==> src/rtl/cit_pkg.sv <==
// Opcodes, decode table, register addresses and carrier types for the instruction timing unit
package cit_pkg;
	// Opcodes with fixed encodings
	localparam logic [7:0] OP_NOP = 8'h00;
	localparam logic [7:0] OP_UNUSED = 8'ha5;
	localparam logic [7:0] OP_FAR_JUMP = 8'h02;
	localparam logic [7:0] OP_FAR_CALL = 8'h12;
	localparam logic [7:0] OP_SUB_RETURN = 8'h22;
	localparam logic [7:0] OP_INT_RETURN = 8'h32;
	localparam logic [7:0] OP_SHORT_JUMP = 8'h80;
	localparam logic [7:0] OP_PTR_JUMP = 8'h73;
	localparam logic [7:0] OP_JUMP_CARRY = 8'h40;
	localparam logic [7:0] OP_JUMP_NO_CARRY = 8'h50;
	localparam logic [7:0] OP_JUMP_ZERO = 8'h60;
	localparam logic [7:0] OP_JUMP_NONZERO = 8'h70;
	localparam logic [7:0] OP_JUMP_BIT = 8'h20;
	localparam logic [7:0] OP_JUMP_NO_BIT = 8'h30;
	localparam logic [7:0] OP_BIT_TEST_CLEAR = 8'h10;
	localparam logic [7:0] OP_CMP_ACC_DIRECT = 8'hb5;
	localparam logic [7:0] OP_CMP_ACC_IMM = 8'hb4;
	localparam logic [7:0] OP_CMP_IND_IMM0 = 8'hb6;
	localparam logic [7:0] OP_CMP_IND_IMM1 = 8'hb7;
	localparam logic [7:0] OP_DEC_DIRECT = 8'hd5;
	localparam logic [7:0] OP_CODE_READ_PTR = 8'h93;
	localparam logic [7:0] OP_CODE_READ_PC = 8'h83;
	localparam logic [7:0] OP_XRD_PTR = 8'he0;
	localparam logic [7:0] OP_XWR_PTR = 8'hf0;
	localparam logic [7:0] OP_XRD_IND0 = 8'he2;
	localparam logic [7:0] OP_XRD_IND1 = 8'he3;
	localparam logic [7:0] OP_XWR_IND0 = 8'hf2;
	localparam logic [7:0] OP_XWR_IND1 = 8'hf3;
	localparam logic [7:0] OP_LOAD_POINTER = 8'h90;
	localparam logic [7:0] OP_MOVE_DIR_DIR = 8'h85;
	localparam logic [7:0] OP_PUSH = 8'hc0;
	localparam logic [7:0] OP_POP = 8'hd0;
	localparam logic [7:0] OP_NIBBLE_X0 = 8'hd6;
	localparam logic [7:0] OP_NIBBLE_X1 = 8'hd7;
	// Opcode families matched with don't-care bits, and the fixed OP_BIT_OR
	localparam logic [7:0] OP_PAGE_JUMP = 8'b???0_0001;
	localparam logic [7:0] OP_PAGE_CALL = 8'b???1_0001;
	localparam logic [7:0] OP_CMP_REG_IMM = 8'b1011_1???;
	localparam logic [7:0] OP_DEC_REG = 8'b1101_1???;
	localparam logic [7:0] OP_ACC_SINGLE = 8'b????_0100;
	localparam logic [7:0] OP_IND_ACC_MOVE = 8'b111?_011?;
	localparam logic [7:0] OP_CARRY_SINGLE = 8'b1??1_0011;
	localparam logic [7:0] OP_BIT_OP = 8'b1???_0010;
	localparam logic [7:0] OP_BIT_OR = 8'h72;
	localparam logic [7:0] OP_ROTATE = 8'b00??_0011;
	// Special register addresses and reset values
	localparam logic [7:0] ADDR_STACK = 8'h81;
	localparam logic [7:0] ADDR_PTR_LOW = 8'h82;
	localparam logic [7:0] ADDR_PTR_HIGH = 8'h83;
	localparam logic [7:0] STACK_RESET = 8'h07;
	localparam logic [7:0] POINTER_RESET = 8'h00;
	localparam logic [15:0] PC_RESET = 16'h0000;
	// Field positions, last-cycle counter value and byte lengths
	localparam int DIRECT_SFR_BIT = 7;
	localparam int PC_MSB = 15;
	localparam int PAGE_LSB = 11;
	localparam int PAGE_OPC_MSB = 7;
	localparam int PAGE_OPC_LSB = 5;
	localparam int REG_FORM_BIT = 3;
	localparam logic [2:0] CYCLE_LAST = 3'h1;
	localparam logic [1:0] LEN_ONE = 2'h1;
	localparam logic [1:0] LEN_TWO = 2'h2;
	localparam logic [1:0] LEN_THREE = 2'h3;

	typedef enum logic [3:0] {
		CL_PLAIN, CL_COND, CL_PAGE_JUMP, CL_PAGE_CALL, CL_FAR_JUMP, CL_FAR_CALL, CL_RETURN,
		CL_SHORT, CL_PTR_JUMP, CL_CODE_READ, CL_EXT_MOVE, CL_LOAD_PTR, CL_PUSH, CL_POP,
		CL_NIBBLE
	} cit_class_type;

	typedef struct packed {
		logic [1:0] len;
		logic [2:0] cyc;
		cit_class_type cls;
	} cit_decode_type;

	typedef struct packed {
		logic [7:0] opcode;
		logic [7:0] op1;
		logic [7:0] op2;
	} cit_instr_type;

	typedef struct packed {
		logic code_rd;
		logic xdata_rd;
		logic xdata_wr;
		logic [15:0] addr;
	} cit_mem_type;

	// Byte length, not-taken cycle count and class of each opcode
	function automatic cit_decode_type cit_decode(input logic [7:0] opc);
		cit_decode_type d;
		d = '{len: LEN_ONE, cyc: 3'h1, cls: CL_PLAIN};
		casez (opc)
			OP_NOP, OP_UNUSED: d = '{len: LEN_ONE, cyc: 3'h1, cls: CL_PLAIN};
			OP_PAGE_JUMP: d = '{len: LEN_TWO, cyc: 3'h3, cls: CL_PAGE_JUMP};
			OP_PAGE_CALL: d = '{len: LEN_TWO, cyc: 3'h3, cls: CL_PAGE_CALL};
			OP_FAR_JUMP: d = '{len: LEN_THREE, cyc: 3'h4, cls: CL_FAR_JUMP};
			OP_FAR_CALL: d = '{len: LEN_THREE, cyc: 3'h4, cls: CL_FAR_CALL};
			OP_SUB_RETURN, OP_INT_RETURN: d = '{len: LEN_ONE, cyc: 3'h5, cls: CL_RETURN};
			OP_SHORT_JUMP: d = '{len: LEN_TWO, cyc: 3'h3, cls: CL_SHORT};
			OP_PTR_JUMP: d = '{len: LEN_ONE, cyc: 3'h3, cls: CL_PTR_JUMP};
			OP_JUMP_CARRY, OP_JUMP_NO_CARRY, OP_JUMP_ZERO, OP_JUMP_NONZERO, OP_DEC_REG:
				d = '{len: LEN_TWO, cyc: 3'h2, cls: CL_COND};
			OP_JUMP_BIT, OP_JUMP_NO_BIT, OP_BIT_TEST_CLEAR, OP_CMP_ACC_IMM, OP_CMP_REG_IMM,
			OP_DEC_DIRECT:
				d = '{len: LEN_THREE, cyc: 3'h3, cls: CL_COND};
			OP_CMP_ACC_DIRECT, OP_CMP_IND_IMM0, OP_CMP_IND_IMM1:
				d = '{len: LEN_THREE, cyc: 3'h4, cls: CL_COND};
			OP_CODE_READ_PTR, OP_CODE_READ_PC: d = '{len: LEN_ONE, cyc: 3'h3, cls: CL_CODE_READ};
			OP_XRD_PTR, OP_XWR_PTR, OP_XRD_IND0, OP_XRD_IND1, OP_XWR_IND0, OP_XWR_IND1:
				d = '{len: LEN_ONE, cyc: 3'h3, cls: CL_EXT_MOVE};
			OP_LOAD_POINTER: d = '{len: LEN_THREE, cyc: 3'h3, cls: CL_LOAD_PTR};
			OP_MOVE_DIR_DIR: d = '{len: LEN_THREE, cyc: 3'h3, cls: CL_PLAIN};
			OP_PUSH: d = '{len: LEN_TWO, cyc: 3'h2, cls: CL_PUSH};
			OP_POP: d = '{len: LEN_TWO, cyc: 3'h2, cls: CL_POP};
			OP_NIBBLE_X0, OP_NIBBLE_X1: d = '{len: LEN_ONE, cyc: 3'h2, cls: CL_NIBBLE};
			OP_IND_ACC_MOVE: d = '{len: LEN_ONE, cyc: 3'h2, cls: CL_PLAIN};
			OP_BIT_OR, OP_BIT_OP: d = '{len: LEN_TWO, cyc: 3'h2, cls: CL_PLAIN};
			OP_ACC_SINGLE, OP_CARRY_SINGLE, OP_ROTATE: d = '{len: LEN_ONE, cyc: 3'h1, cls: CL_PLAIN};
			default: d = '{len: LEN_ONE, cyc: 3'h1, cls: CL_PLAIN};
		endcase
		return d;
	endfunction
endpackage

==> src/rtl/cit_instruction_timing.sv <==
// Instruction decode, cycle timing, branch targets, data pointer and stack pointer
`timescale 1ns/100ps

module cit_instruction_timing
	import cit_pkg::*;
(
	input wire logic clock, // System clock, 25 MHz
	input wire logic rst_b, // Asynchronous reset, active low
	input wire logic instr_valid, // Instruction bytes present
	input wire cit_instr_type instr, // Opcode and operand bytes
	output logic instr_ready, // Instruction taken this cycle when valid
	input wire logic [7:0] acc_value, // Accumulator contents
	input wire logic carry_flag, // Carry flag
	input wire logic bit_value, // Addressed direct bit
	input wire logic [7:0] operand_value, // Fetched register, direct or indirect byte
	input wire logic [1:0] bank_select, // Selected register bank
	input wire logic [15:0] return_addr, // Address popped for returns
	input wire logic sfr_wr, // Special register write strobe
	input wire logic [7:0] sfr_addr, // Special register address
	input wire logic [7:0] sfr_wdata, // Special register write data
	output logic [7:0] sfr_rdata, // Special register read data
	output logic [4:0] reg_addr, // Bank register address for the operand
	output logic dir_is_sfr, // Direct operand selects a special register
	output logic [6:0] ram_addr, // Direct operand data RAM address
	output logic [15:0] fetch_addr, // Address of the next instruction
	output logic done, // Instruction retired
	output logic branch_taken, // Branch condition of the last accepted instruction
	output cit_mem_type mem_req, // Code or external data access
	output logic stack_wr, // Stack write strobe
	output logic stack_rd, // Stack read strobe
	output logic [7:0] stack_addr, // Stack access address
	output logic [7:0] stack_pointer, // Stack pointer
	output logic bit_clear, // Clear the tested direct bit
	output logic [7:0] dec_result, // Decremented byte for write-back
	output logic [7:0] nibble_ram, // Byte to store back after nibble exchange
	output logic [7:0] nibble_acc, // Accumulator after nibble exchange
	output logic [15:0] wide_pointer // Combined pointer value
);
	logic rst_meta_reg, rst_sync_reg;
	logic busy_reg, done_reg, taken_reg, bit_clear_reg, stack_wr_reg, stack_rd_reg;
	logic [2:0] cnt_reg;
	logic [15:0] pc_reg;
	logic [7:0] sp_reg, sp_next, ptr_low_reg, ptr_high_reg, stack_addr_reg, sfr_rdata_reg;
	logic [7:0] dec_result_reg, nibble_ram_reg, nibble_acc_reg, rel;
	cit_mem_type mem_reg;
	cit_decode_type dec;
	logic accept, taken;
	logic [15:0] seq_pc, rel_pc, target;

	// Reset release through two flip-flops
	always_ff @(posedge clock or negedge rst_b)
	begin
		if (!rst_b)
		begin
			rst_meta_reg <= 1'b0;
			rst_sync_reg <= 1'b0;
		end
		else
		begin
			rst_meta_reg <= 1'b1;
			rst_sync_reg <= rst_meta_reg;
		end
	end

	// Decode and handshake; a new instruction may enter in the last cycle of the old one
	assign dec = cit_decode(instr.opcode);
	assign instr_ready = !busy_reg || (cnt_reg == CYCLE_LAST);
	assign accept = instr_valid && instr_ready;

	// Operand addressing
	assign reg_addr = instr.opcode[REG_FORM_BIT] ? {bank_select, instr.opcode[2:0]}
		: {bank_select, 2'b00, instr.opcode[0]};
	assign dir_is_sfr = instr.op1[DIRECT_SFR_BIT];
	assign ram_addr = instr.op1[DIRECT_SFR_BIT-1:0];

	// Branch condition of the offered instruction
	always_comb
	begin
		taken = 1'b0;
		casez (instr.opcode)
			OP_JUMP_CARRY: taken = carry_flag;
			OP_JUMP_NO_CARRY: taken = !carry_flag;
			OP_JUMP_ZERO: taken = (acc_value == 8'h00);
			OP_JUMP_NONZERO: taken = (acc_value != 8'h00);
			OP_JUMP_BIT, OP_BIT_TEST_CLEAR: taken = bit_value;
			OP_JUMP_NO_BIT: taken = !bit_value;
			OP_CMP_ACC_IMM: taken = (acc_value != instr.op1);
			OP_CMP_ACC_DIRECT: taken = (acc_value != operand_value);
			OP_CMP_IND_IMM0, OP_CMP_IND_IMM1, OP_CMP_REG_IMM:
				taken = (operand_value != instr.op1);
			OP_DEC_REG, OP_DEC_DIRECT: taken = (operand_value != 8'h01);
			default: taken = 1'b0;
		endcase
	end

	// Next program counter
	assign rel = (dec.len == LEN_THREE) ? instr.op2 : instr.op1;
	assign seq_pc = pc_reg + {14'h0000, dec.len};
	assign rel_pc = seq_pc + {{8{rel[7]}}, rel};
	always_comb
	begin
		case (dec.cls)
			CL_COND: target = taken ? rel_pc : seq_pc;
			CL_SHORT: target = rel_pc;
			CL_PAGE_JUMP, CL_PAGE_CALL:
				target = {seq_pc[PC_MSB:PAGE_LSB], instr.opcode[PAGE_OPC_MSB:PAGE_OPC_LSB],
					instr.op1};
			CL_FAR_JUMP, CL_FAR_CALL: target = {instr.op1, instr.op2};
			CL_RETURN: target = return_addr;
			CL_PTR_JUMP: target = {ptr_high_reg, ptr_low_reg} + {8'h00, acc_value};
			default: target = seq_pc;
		endcase
	end

	// Cycle counter: not-taken count from the table, one more when taken
	always_ff @(posedge clock or negedge rst_sync_reg)
	begin
		if (!rst_sync_reg)
		begin
			busy_reg <= 1'b0;
			cnt_reg <= 3'h0;
			done_reg <= 1'b0;
			taken_reg <= 1'b0;
		end
		else
		begin
			done_reg <= busy_reg && (cnt_reg == CYCLE_LAST);
			if (accept)
			begin
				busy_reg <= 1'b1;
				cnt_reg <= dec.cyc + {2'b00, taken};
				taken_reg <= taken;
			end
			else if (busy_reg)
			begin
				cnt_reg <= cnt_reg - CYCLE_LAST;
				if (cnt_reg == CYCLE_LAST)
					busy_reg <= 1'b0;
			end
		end
	end

	// Program counter moves on when the instruction is taken
	always_ff @(posedge clock or negedge rst_sync_reg)
	begin
		if (!rst_sync_reg)
			pc_reg <= PC_RESET;
		else if (accept)
			pc_reg <= target;
	end

	// Wide pointer bytes: constant load or special register write
	always_ff @(posedge clock or negedge rst_sync_reg)
	begin
		if (!rst_sync_reg)
		begin
			ptr_low_reg <= POINTER_RESET;
			ptr_high_reg <= POINTER_RESET;
		end
		else if (accept && dec.cls == CL_LOAD_PTR)
		begin
			ptr_high_reg <= instr.op1;
			ptr_low_reg <= instr.op2;
		end
		else if (sfr_wr)
		begin
			if (sfr_addr == ADDR_PTR_LOW)
				ptr_low_reg <= sfr_wdata;
			if (sfr_addr == ADDR_PTR_HIGH)
				ptr_high_reg <= sfr_wdata;
		end
	end

	// Stack pointer steps; push increments first, then stores at the new value
	always_comb
	begin
		case (dec.cls)
			CL_PUSH: sp_next = sp_reg + 8'h01;
			CL_FAR_CALL, CL_PAGE_CALL: sp_next = sp_reg + 8'h02;
			CL_POP: sp_next = sp_reg - 8'h01;
			CL_RETURN: sp_next = sp_reg - 8'h02;
			default: sp_next = sp_reg;
		endcase
	end
	always_ff @(posedge clock or negedge rst_sync_reg)
	begin
		if (!rst_sync_reg)
		begin
			sp_reg <= STACK_RESET;
			stack_wr_reg <= 1'b0;
			stack_rd_reg <= 1'b0;
			stack_addr_reg <= STACK_RESET;
		end
		else
		begin
			stack_wr_reg <= accept && (dec.cls == CL_PUSH);
			stack_rd_reg <= accept && (dec.cls == CL_POP);
			if (accept)
			begin
				sp_reg <= sp_next;
				stack_addr_reg <= (dec.cls == CL_PUSH) ? sp_next : sp_reg;
			end
			else if (sfr_wr && sfr_addr == ADDR_STACK)
				sp_reg <= sfr_wdata;
		end
	end

	// Memory requests for code reads and external data moves, one cycle each
	always_ff @(posedge clock or negedge rst_sync_reg)
	begin
		if (!rst_sync_reg)
			mem_reg <= '0;
		else
		begin
			mem_reg <= '0;
			if (accept && dec.cls == CL_CODE_READ)
			begin
				mem_reg.code_rd <= 1'b1;
				mem_reg.addr <= ((instr.opcode == OP_CODE_READ_PTR) ?
					{ptr_high_reg, ptr_low_reg} : seq_pc) + {8'h00, acc_value};
			end
			if (accept && dec.cls == CL_EXT_MOVE)
			begin
				mem_reg.xdata_rd <= !instr.opcode[4];
				mem_reg.xdata_wr <= instr.opcode[4];
				mem_reg.addr <= instr.opcode[1] ? {8'h00, operand_value}
					: {ptr_high_reg, ptr_low_reg};
			end
		end
	end

	// Data results: bit clear, decrement, nibble exchange, register readback
	always_ff @(posedge clock or negedge rst_sync_reg)
	begin
		if (!rst_sync_reg)
		begin
			bit_clear_reg <= 1'b0;
			dec_result_reg <= 8'h00;
			nibble_ram_reg <= 8'h00;
			nibble_acc_reg <= 8'h00;
			sfr_rdata_reg <= 8'h00;
		end
		else
		begin
			bit_clear_reg <= accept && (instr.opcode == OP_BIT_TEST_CLEAR) && taken;
			if (accept && (dec.cls == CL_COND))
				dec_result_reg <= operand_value - 8'h01;
			if (accept && dec.cls == CL_NIBBLE)
			begin
				nibble_ram_reg <= {operand_value[7:4], acc_value[3:0]};
				nibble_acc_reg <= {acc_value[7:4], operand_value[3:0]};
			end
			case (sfr_addr)
				ADDR_PTR_LOW: sfr_rdata_reg <= ptr_low_reg;
				ADDR_PTR_HIGH: sfr_rdata_reg <= ptr_high_reg;
				ADDR_STACK: sfr_rdata_reg <= sp_reg;
				default: sfr_rdata_reg <= 8'h00;
			endcase
		end
	end

	// Output drive
	assign sfr_rdata = sfr_rdata_reg;
	assign fetch_addr = pc_reg;
	assign done = done_reg;
	assign branch_taken = taken_reg;
	assign mem_req = mem_reg;
	assign stack_wr = stack_wr_reg;
	assign stack_rd = stack_rd_reg;
	assign stack_addr = stack_addr_reg;
	assign stack_pointer = sp_reg;
	assign bit_clear = bit_clear_reg;
	assign dec_result = dec_result_reg;
	assign nibble_ram = nibble_ram_reg;
	assign nibble_acc = nibble_acc_reg;
	assign wide_pointer = {ptr_high_reg, ptr_low_reg};
endmodule

==> config.mk <==
export PLATFORM = sky130hd
export DESIGN_NAME = cit_instruction_timing
export DESIGN_NICKNAME = d
export VERILOG_FILES = /design/src/rtl/cit_pkg.sv /design/src/rtl/cit_instruction_timing.sv
export SDC_FILE = /design/constraint.sdc
export NUM_CORES = 1
export LEC_CHECK = 0
export BUFFER_PORTS_ARGS = -buffer_cell sky130_fd_sc_hd__buf_2
export CAP_MARGIN = 20
export CORE_UTILIZATION = 37
export DETAILED_ROUTE_END_ITERATION = 8
export HOLD_SLACK_MARGIN = 0.02
export PLACE_DENSITY_LB_ADDON = 0.05
export SLEW_MARGIN = 10
export SYNTH_ARGS = -nofsm -noshare
export SYNTH_HDL_FRONTEND = slang
export SYNTH_SLANG_ARGS = --single-unit
export TNS_END_PERCENT = 10
==> constraint.sdc <==
create_clock -name clock -period 4.55 [get_ports clock]
set_input_delay 0.2275 -clock clock [delete_from_list [all_inputs] [get_ports clock]]
set_output_delay 0.2275 -clock clock [all_outputs]
set_load 0.01 [all_outputs]
# After elaboration in Yosys (flattened, before gate mapping)
# Cells that the tools add are included.
[totals] mem_count=0 out_inout_bits=118 rom_bits=0 word_cells=166 reg_bits=110 ramBits=0 in_bits=80 latchBits=0
[classes] n_reduce_logical=42 n_shift=0 bitwise_logic=0 n_eq_ne=63 n_lt_le_gt_ge=0 n_addsub=11 n_mux=28 n_mul=0 n_div=0
[op_table] operator="== test 8 bit (second input constant)" n=24
[op_table] operator="one-hot mux 9 bit (19 select lines)" n=1
[op_table] operator="one-hot mux 16 bit (6 select lines)" n=1
[op_table] operator="two-way mux 8 bit" n=10
[op_table] operator="two-way mux 16 bit" n=4
[op_table] operator="== test 8 x 7 -> 1 bit (second input constant)" n=6
[op_table] operator="adder 16 x 8 -> 16 bit" n=2
[op_table] operator="== test 8 x 6 -> 1 bit (second input constant)" n=4
[op_table] operator="one-hot mux 8 bit (4 select lines)" n=1
[op_table] operator="== test 4 bit (second input constant)" n=7
[op_table] operator="!= test 8 bit" n=3
[op_table] operator="one-hot mux 8 bit (3 select lines)" n=1
[op_table] operator="== test 5 bit (second input constant)" n=4
[op_table] operator="OR reduction 2 bit" n=10
[op_table] operator="two-way mux 18 bit" n=1
[op_table] operator="adder 16 bit" n=1
[op_table] operator="adder 16 x 2 -> 16 bit" n=1
[op_table] operator="== test 4 x 3 -> 1 bit (second input constant)" n=4
[op_table] operator="== test 8 x 5 -> 1 bit (second input constant)" n=2
[op_table] operator="logical NOT 8 bit" n=2
[op_table] operator="subtractor 8 x 1 -> 8 bit (second input constant)" n=2
[op_table] operator="logical AND 1 bit" n=12
[op_table] operator="OR reduction 6 bit" n=2
[op_table] operator="one-hot mux 1 bit (10 select lines)" n=1
[op_table] operator="other kinds (23)" n=38

# Depth between registers and ports, before layout
[depth] depth_word=9 ltp_mapped=25 mapped_depth_nobuf=23

# Least setup slack after synthesis
# No wires, ideal clock.
[synth_timing] kind="input port to flip-flop" start="in instr[23] (netlist name)" end="reg pc_reg[15], in the netlist fetch_addr[15]" t_arrival_ps=4770 path_slack_ps=-348 setup_ps=129 required_time_ps=4421 path_buffers=2 stages=23 path_cell_list="buf_2 > and4b_1 > a22oi_1 > and4_1 > buf_2 > nand4b_1 > nor4b_1 > nand2b_1 > inv_1 > fa_1 > nand4b_2 > nor2_1 > xnor2_1 > inv_1 > ha_1 > a21oi_1 > nor2_1 > a221oi_1 > a21oi_1 > xor2_1 > and3_1 > o21ai_1 > a31oi_1"
[synth_via] elab_chain_cells=9
[synth_rtl] element="start: declaration" line="cit_instruction_timing.sv:10" rtl="input wire cit_instr_type instr,"
[synth_rtl] element="branches (longest 8 deep; another with adder 16 x 2 -> 16 bit)"
[synth_rtl] element="one-hot mux 16 bit (6 select lines) *" line="cit_instruction_timing.sv:102" rtl="case (dec.cls)"
[synth_rtl] element="end signal: assignment" line="cit_instruction_timing.sv:149" rtl="pc_reg <= target;"
[synth_rtl] element="end: declaration" line="cit_instruction_timing.sv:42" rtl="logic [15:0] pc_reg;"
# Mark *: on every way between the ends.
# A chain may end at the register's enable or synchronous reset.

# Worst setup path after layout
[layout_timing] start="in instr[23] (netlist name)" end="reg pc_reg[10], in the netlist fetch_addr[10]"
# The elaborated chain is that of the path after synthesis.

==> results.yml <==
placement:
  io_buffers: 193
  pre_cts_slack_ns: -0.326
  hpwl_um: 27700
  gp_routability_congestion: 0.921
  dp_cells: 1670
setup_path:
  worstPathRequired_ns: 4.83
  regToRegEndpoint: "fetch_addr[10]"
  slowest_delay_ns: 0.57
  startpoint: "instr[23]"
  worst-path-buf-inv: 3
  cp-endpoint: "fetch_addr[10]"
  path_cells: "buf_12 > and4b_2 > a22oi_2 > and4_1 > nand4b_1 > nor4b_4 > nand2b_4 > inv_2 > fa_2 > inv_2 > fa_2 > a21o_1 > a211oi_2 > o21ai_2 > nand2_2 > nor3_2 > o21a_2 > o41ai_4 > xnor2_1 > a221oi_2 > a211oi_1"
  worstSetupPathType: "in -> reg"
  rr_worst_depth: 15
  endpoint_kind: "flop"
  crit_family: "compound AO/OA/AOI/OAI gates"
  startpoint_type: "input pin"
  r2r_start: "fetch_addr[0]"
  ff2ff_setup_slack_ns: 0.96
  crit_path_top_delay_cell: "fa_2"
  crit_fanout: 8
  crit_arrival_ns: 4.75
  path_depth: 21
logic_synthesis:
  syn_nets: 1232
  synth-seq-cells: 110
  syn-mean-instance-area_um2: 8.44
  ys.flop_type: "dfrtp_1"
  async_flop_share_pct: 100
  synth_area_um2: 9250
  synth.yosys.seq_area_share_pct: 29.8
  syn-instance-count: 1096
  synth_enable_flop_cells: 0
  yosys_warnings: 0
  ys_types: 85
cts:
  htreeDepth: 3
  insertion_delay_ns: 0.37
  numCtsBuffers: 9
  cts_tree: "yes"
  cts.sinks: 110
  clk_pin_slew_ns: 0.09
  clockBufferDepth: 2
  clock-root-buffer: "clkbuf_16"
timing:
  skew_ns: 0.0108
  setup_viol: 0
  max_freq_mhz: 224
  fin_tns_setup_ns: 0
  finalCriticalPeriod_ns: 4.47
  timing.final.crit_share_pct: 98.2
  hold_slack_ns: 0.134
  tightest_slew_ns: 1.01
  fin_ws_ns: 0.0824
  timing.slew.headroom_pct: 32.2
  slew_violations: 0
  rsz0062_at_grt: "true"
  hold_violations: 0
run:
  maxCapViolCount: 0
finish:
  drive_gt1_share_pct: 32.7
  num-fill-cells: 2499
  largest_reg_flops: 19
  nets: 1503
  insertedDiodeCount: 0
  area_delta_synth_final_pct: 29.3
  regArea_um2: 2760
  fin_cells: 1696
  multi_input_area_um2: 6240
global_routing:
  grt_pass1_vias: 9002
  use_met3_pct: 4.49
  grt.busiest_layer: "met2"
  grtUsageTotal_pct: 27.6
  antenna_found_initial: 0
  gr-total-overflow: 0
  grt_first_pass_wirelength_um: 53900
  grt.met2_usage_pct: 43.2
  grt_max_degree: 48
  met1_usage_pct: 38.7
die:
  dieArea_um2: 25600
  die_w_um: 160
  die_h_um: 160
  row_count: 57
  core_area_um2: 24400
  io_pins: 198
  start_util_pct: 37.9
routing:
  vias_per_cell: 5.49
  drt_first_pass_iters: 7
  drc: 0
  final_antenna_net_count: 0
  first_iter_violations: 659
  wirelength_um: 35600
  wl_per_cell_um: 21.0
  vias: 9308
power_and_ir_drop:
  irDropWorstVdd_mv: 0.278
  p_leak_nw: 5.80
  cellPowerDensity_nw_per_um2: 504
  total_power_mw: 6.03
run_status:
  status: "complete, no violations"
hold_path:
  hold_class: "in -> reg"
-- tightest hold or removal path: stages --
cell	delay, ns
buf_2	0.12
nand2_1	0.05
o21ai_0	0.06
-- worst min-delay path by stage --
stage	startpoint	end	depth (start not counted)
floorplan	rst_b	rst_meta_reg	0
global placement	rst_b	rst_meta_reg	1
detailed placement	rst_b	rst_meta_reg	1
CTS	instr[1]	ptr_low_reg[1]	3
global route	instr[1]	ptr_low_reg[1]	3
finish	instr[1]	ptr_low_reg[1]	3
-- cell usage in the layout, fill, tap and decap left out, drive strengths merged, types with 5 or more instances in the layout --
cell type and count:
o22ai 10, xnor2 45, a21o 20, a211oi 10
dfrtp 104, and4 5, nand2 109, nand2b 13
a21oi 65, clkbuf 9, xor2 39, inv 41
nand4 12, and2 14, or3 8, and3 10
o21ai 92, a221oi 19, nor3b 7, a221o 12
o221ai 7, nor3 21, mux2 18, dfstp 6
nand3 19, ha 50, fa 6, nor2 102
buf 336, nor4 12, a31oi 11, nor2b 14
mux2i 52
-- through the flow --
stage | utilization (%) | area, µm²
global placement | 46.4 | 11300
floorplan | - | 9310
finish | 49.1 | 12000
CTS | 47.7 | 11600
detailed placement | 46.4 | 11300
global route | 49.1 | 12000
-- cells by family after synthesis --
logic type	Yosys count	share of synthesized area, %
flops	110	29.8
mux	70	7.81
xor+xnor	84	8.03
compound gates	290	20.4
other cells	1	0.0405
buf+inv	116	5.65
simple gates	369	20.1
fa+ha+maj	56	8.06
-- power by group --
part	leakage [nW]	switching [mW]	internal (mW)	total [mW]
sequential	1.43	0.273	1.17	1.44
combinational	4.22	1.94	1.78	3.72
clock	0.156	0.435	0.443	0.878
-- synthesized netlist by cell type, drive strengths merged (4+ instances only) --
master    n  area [µm²]
clkbuf   46         174
dfrtp   104        2600
a21o     20         150
o21ai    92         460
inv      38         143
nand2b   13        81.3
fa        6         120
nor3     21         105
and2     14        92.6
o21bai    4        30.0
nand3    19        95.1
buf      31         203
a211oi   10        75.1
a221oi   19         173
xor2     39         342
nor2    102         383
and3     10        62.6
nor2b    14        95.1
nor3b     7        62.6
mux2i    52         521
nand2   109         412
a22oi     4        30.0
a221o    12         120
a31oi    11        83.8
a21oi    65         325
or3       8        50.1
o211ai    4        30.0
dfstp     6         158
and4      5        43.8
xnor2    45         402
nand4    12        75.1
mux2     18         203
ha       50         626
o22ai    10        62.6
o221ai    7        61.3
nor4b     4        50.1
o21a      4        30.0
nor4     12        87.6
-- layout make-up --
class,instances,share of cell area (%)
clock inverters,7,0.784
repair buffers,337,17.5
well taps,324,3.39
flip-flops and latches,110,23.1
inverters,39,1.22
clock buffers,9,1.88
multi-input cells,870,52.1
-- metal layers --
metal | vias up | wire length, µm
met5 | - | 0
met4 | 0 | 807
met3 | 37 | 2170
met2 | 326 | 16000
met1 | 4459 | 16700
li1 | 4486 | -
-- timing repair --
item | 4_1_cts | 5_1_grt
hold buffers | 1 | 0
buffers inserted | 0 | 9
endpoints found under the setup margin | 0 | 14
endpoints found under the hold margin | 2 | 0
resized for setup | 0 | 68
Note: power is estimated with default switching activity, not from simulation.
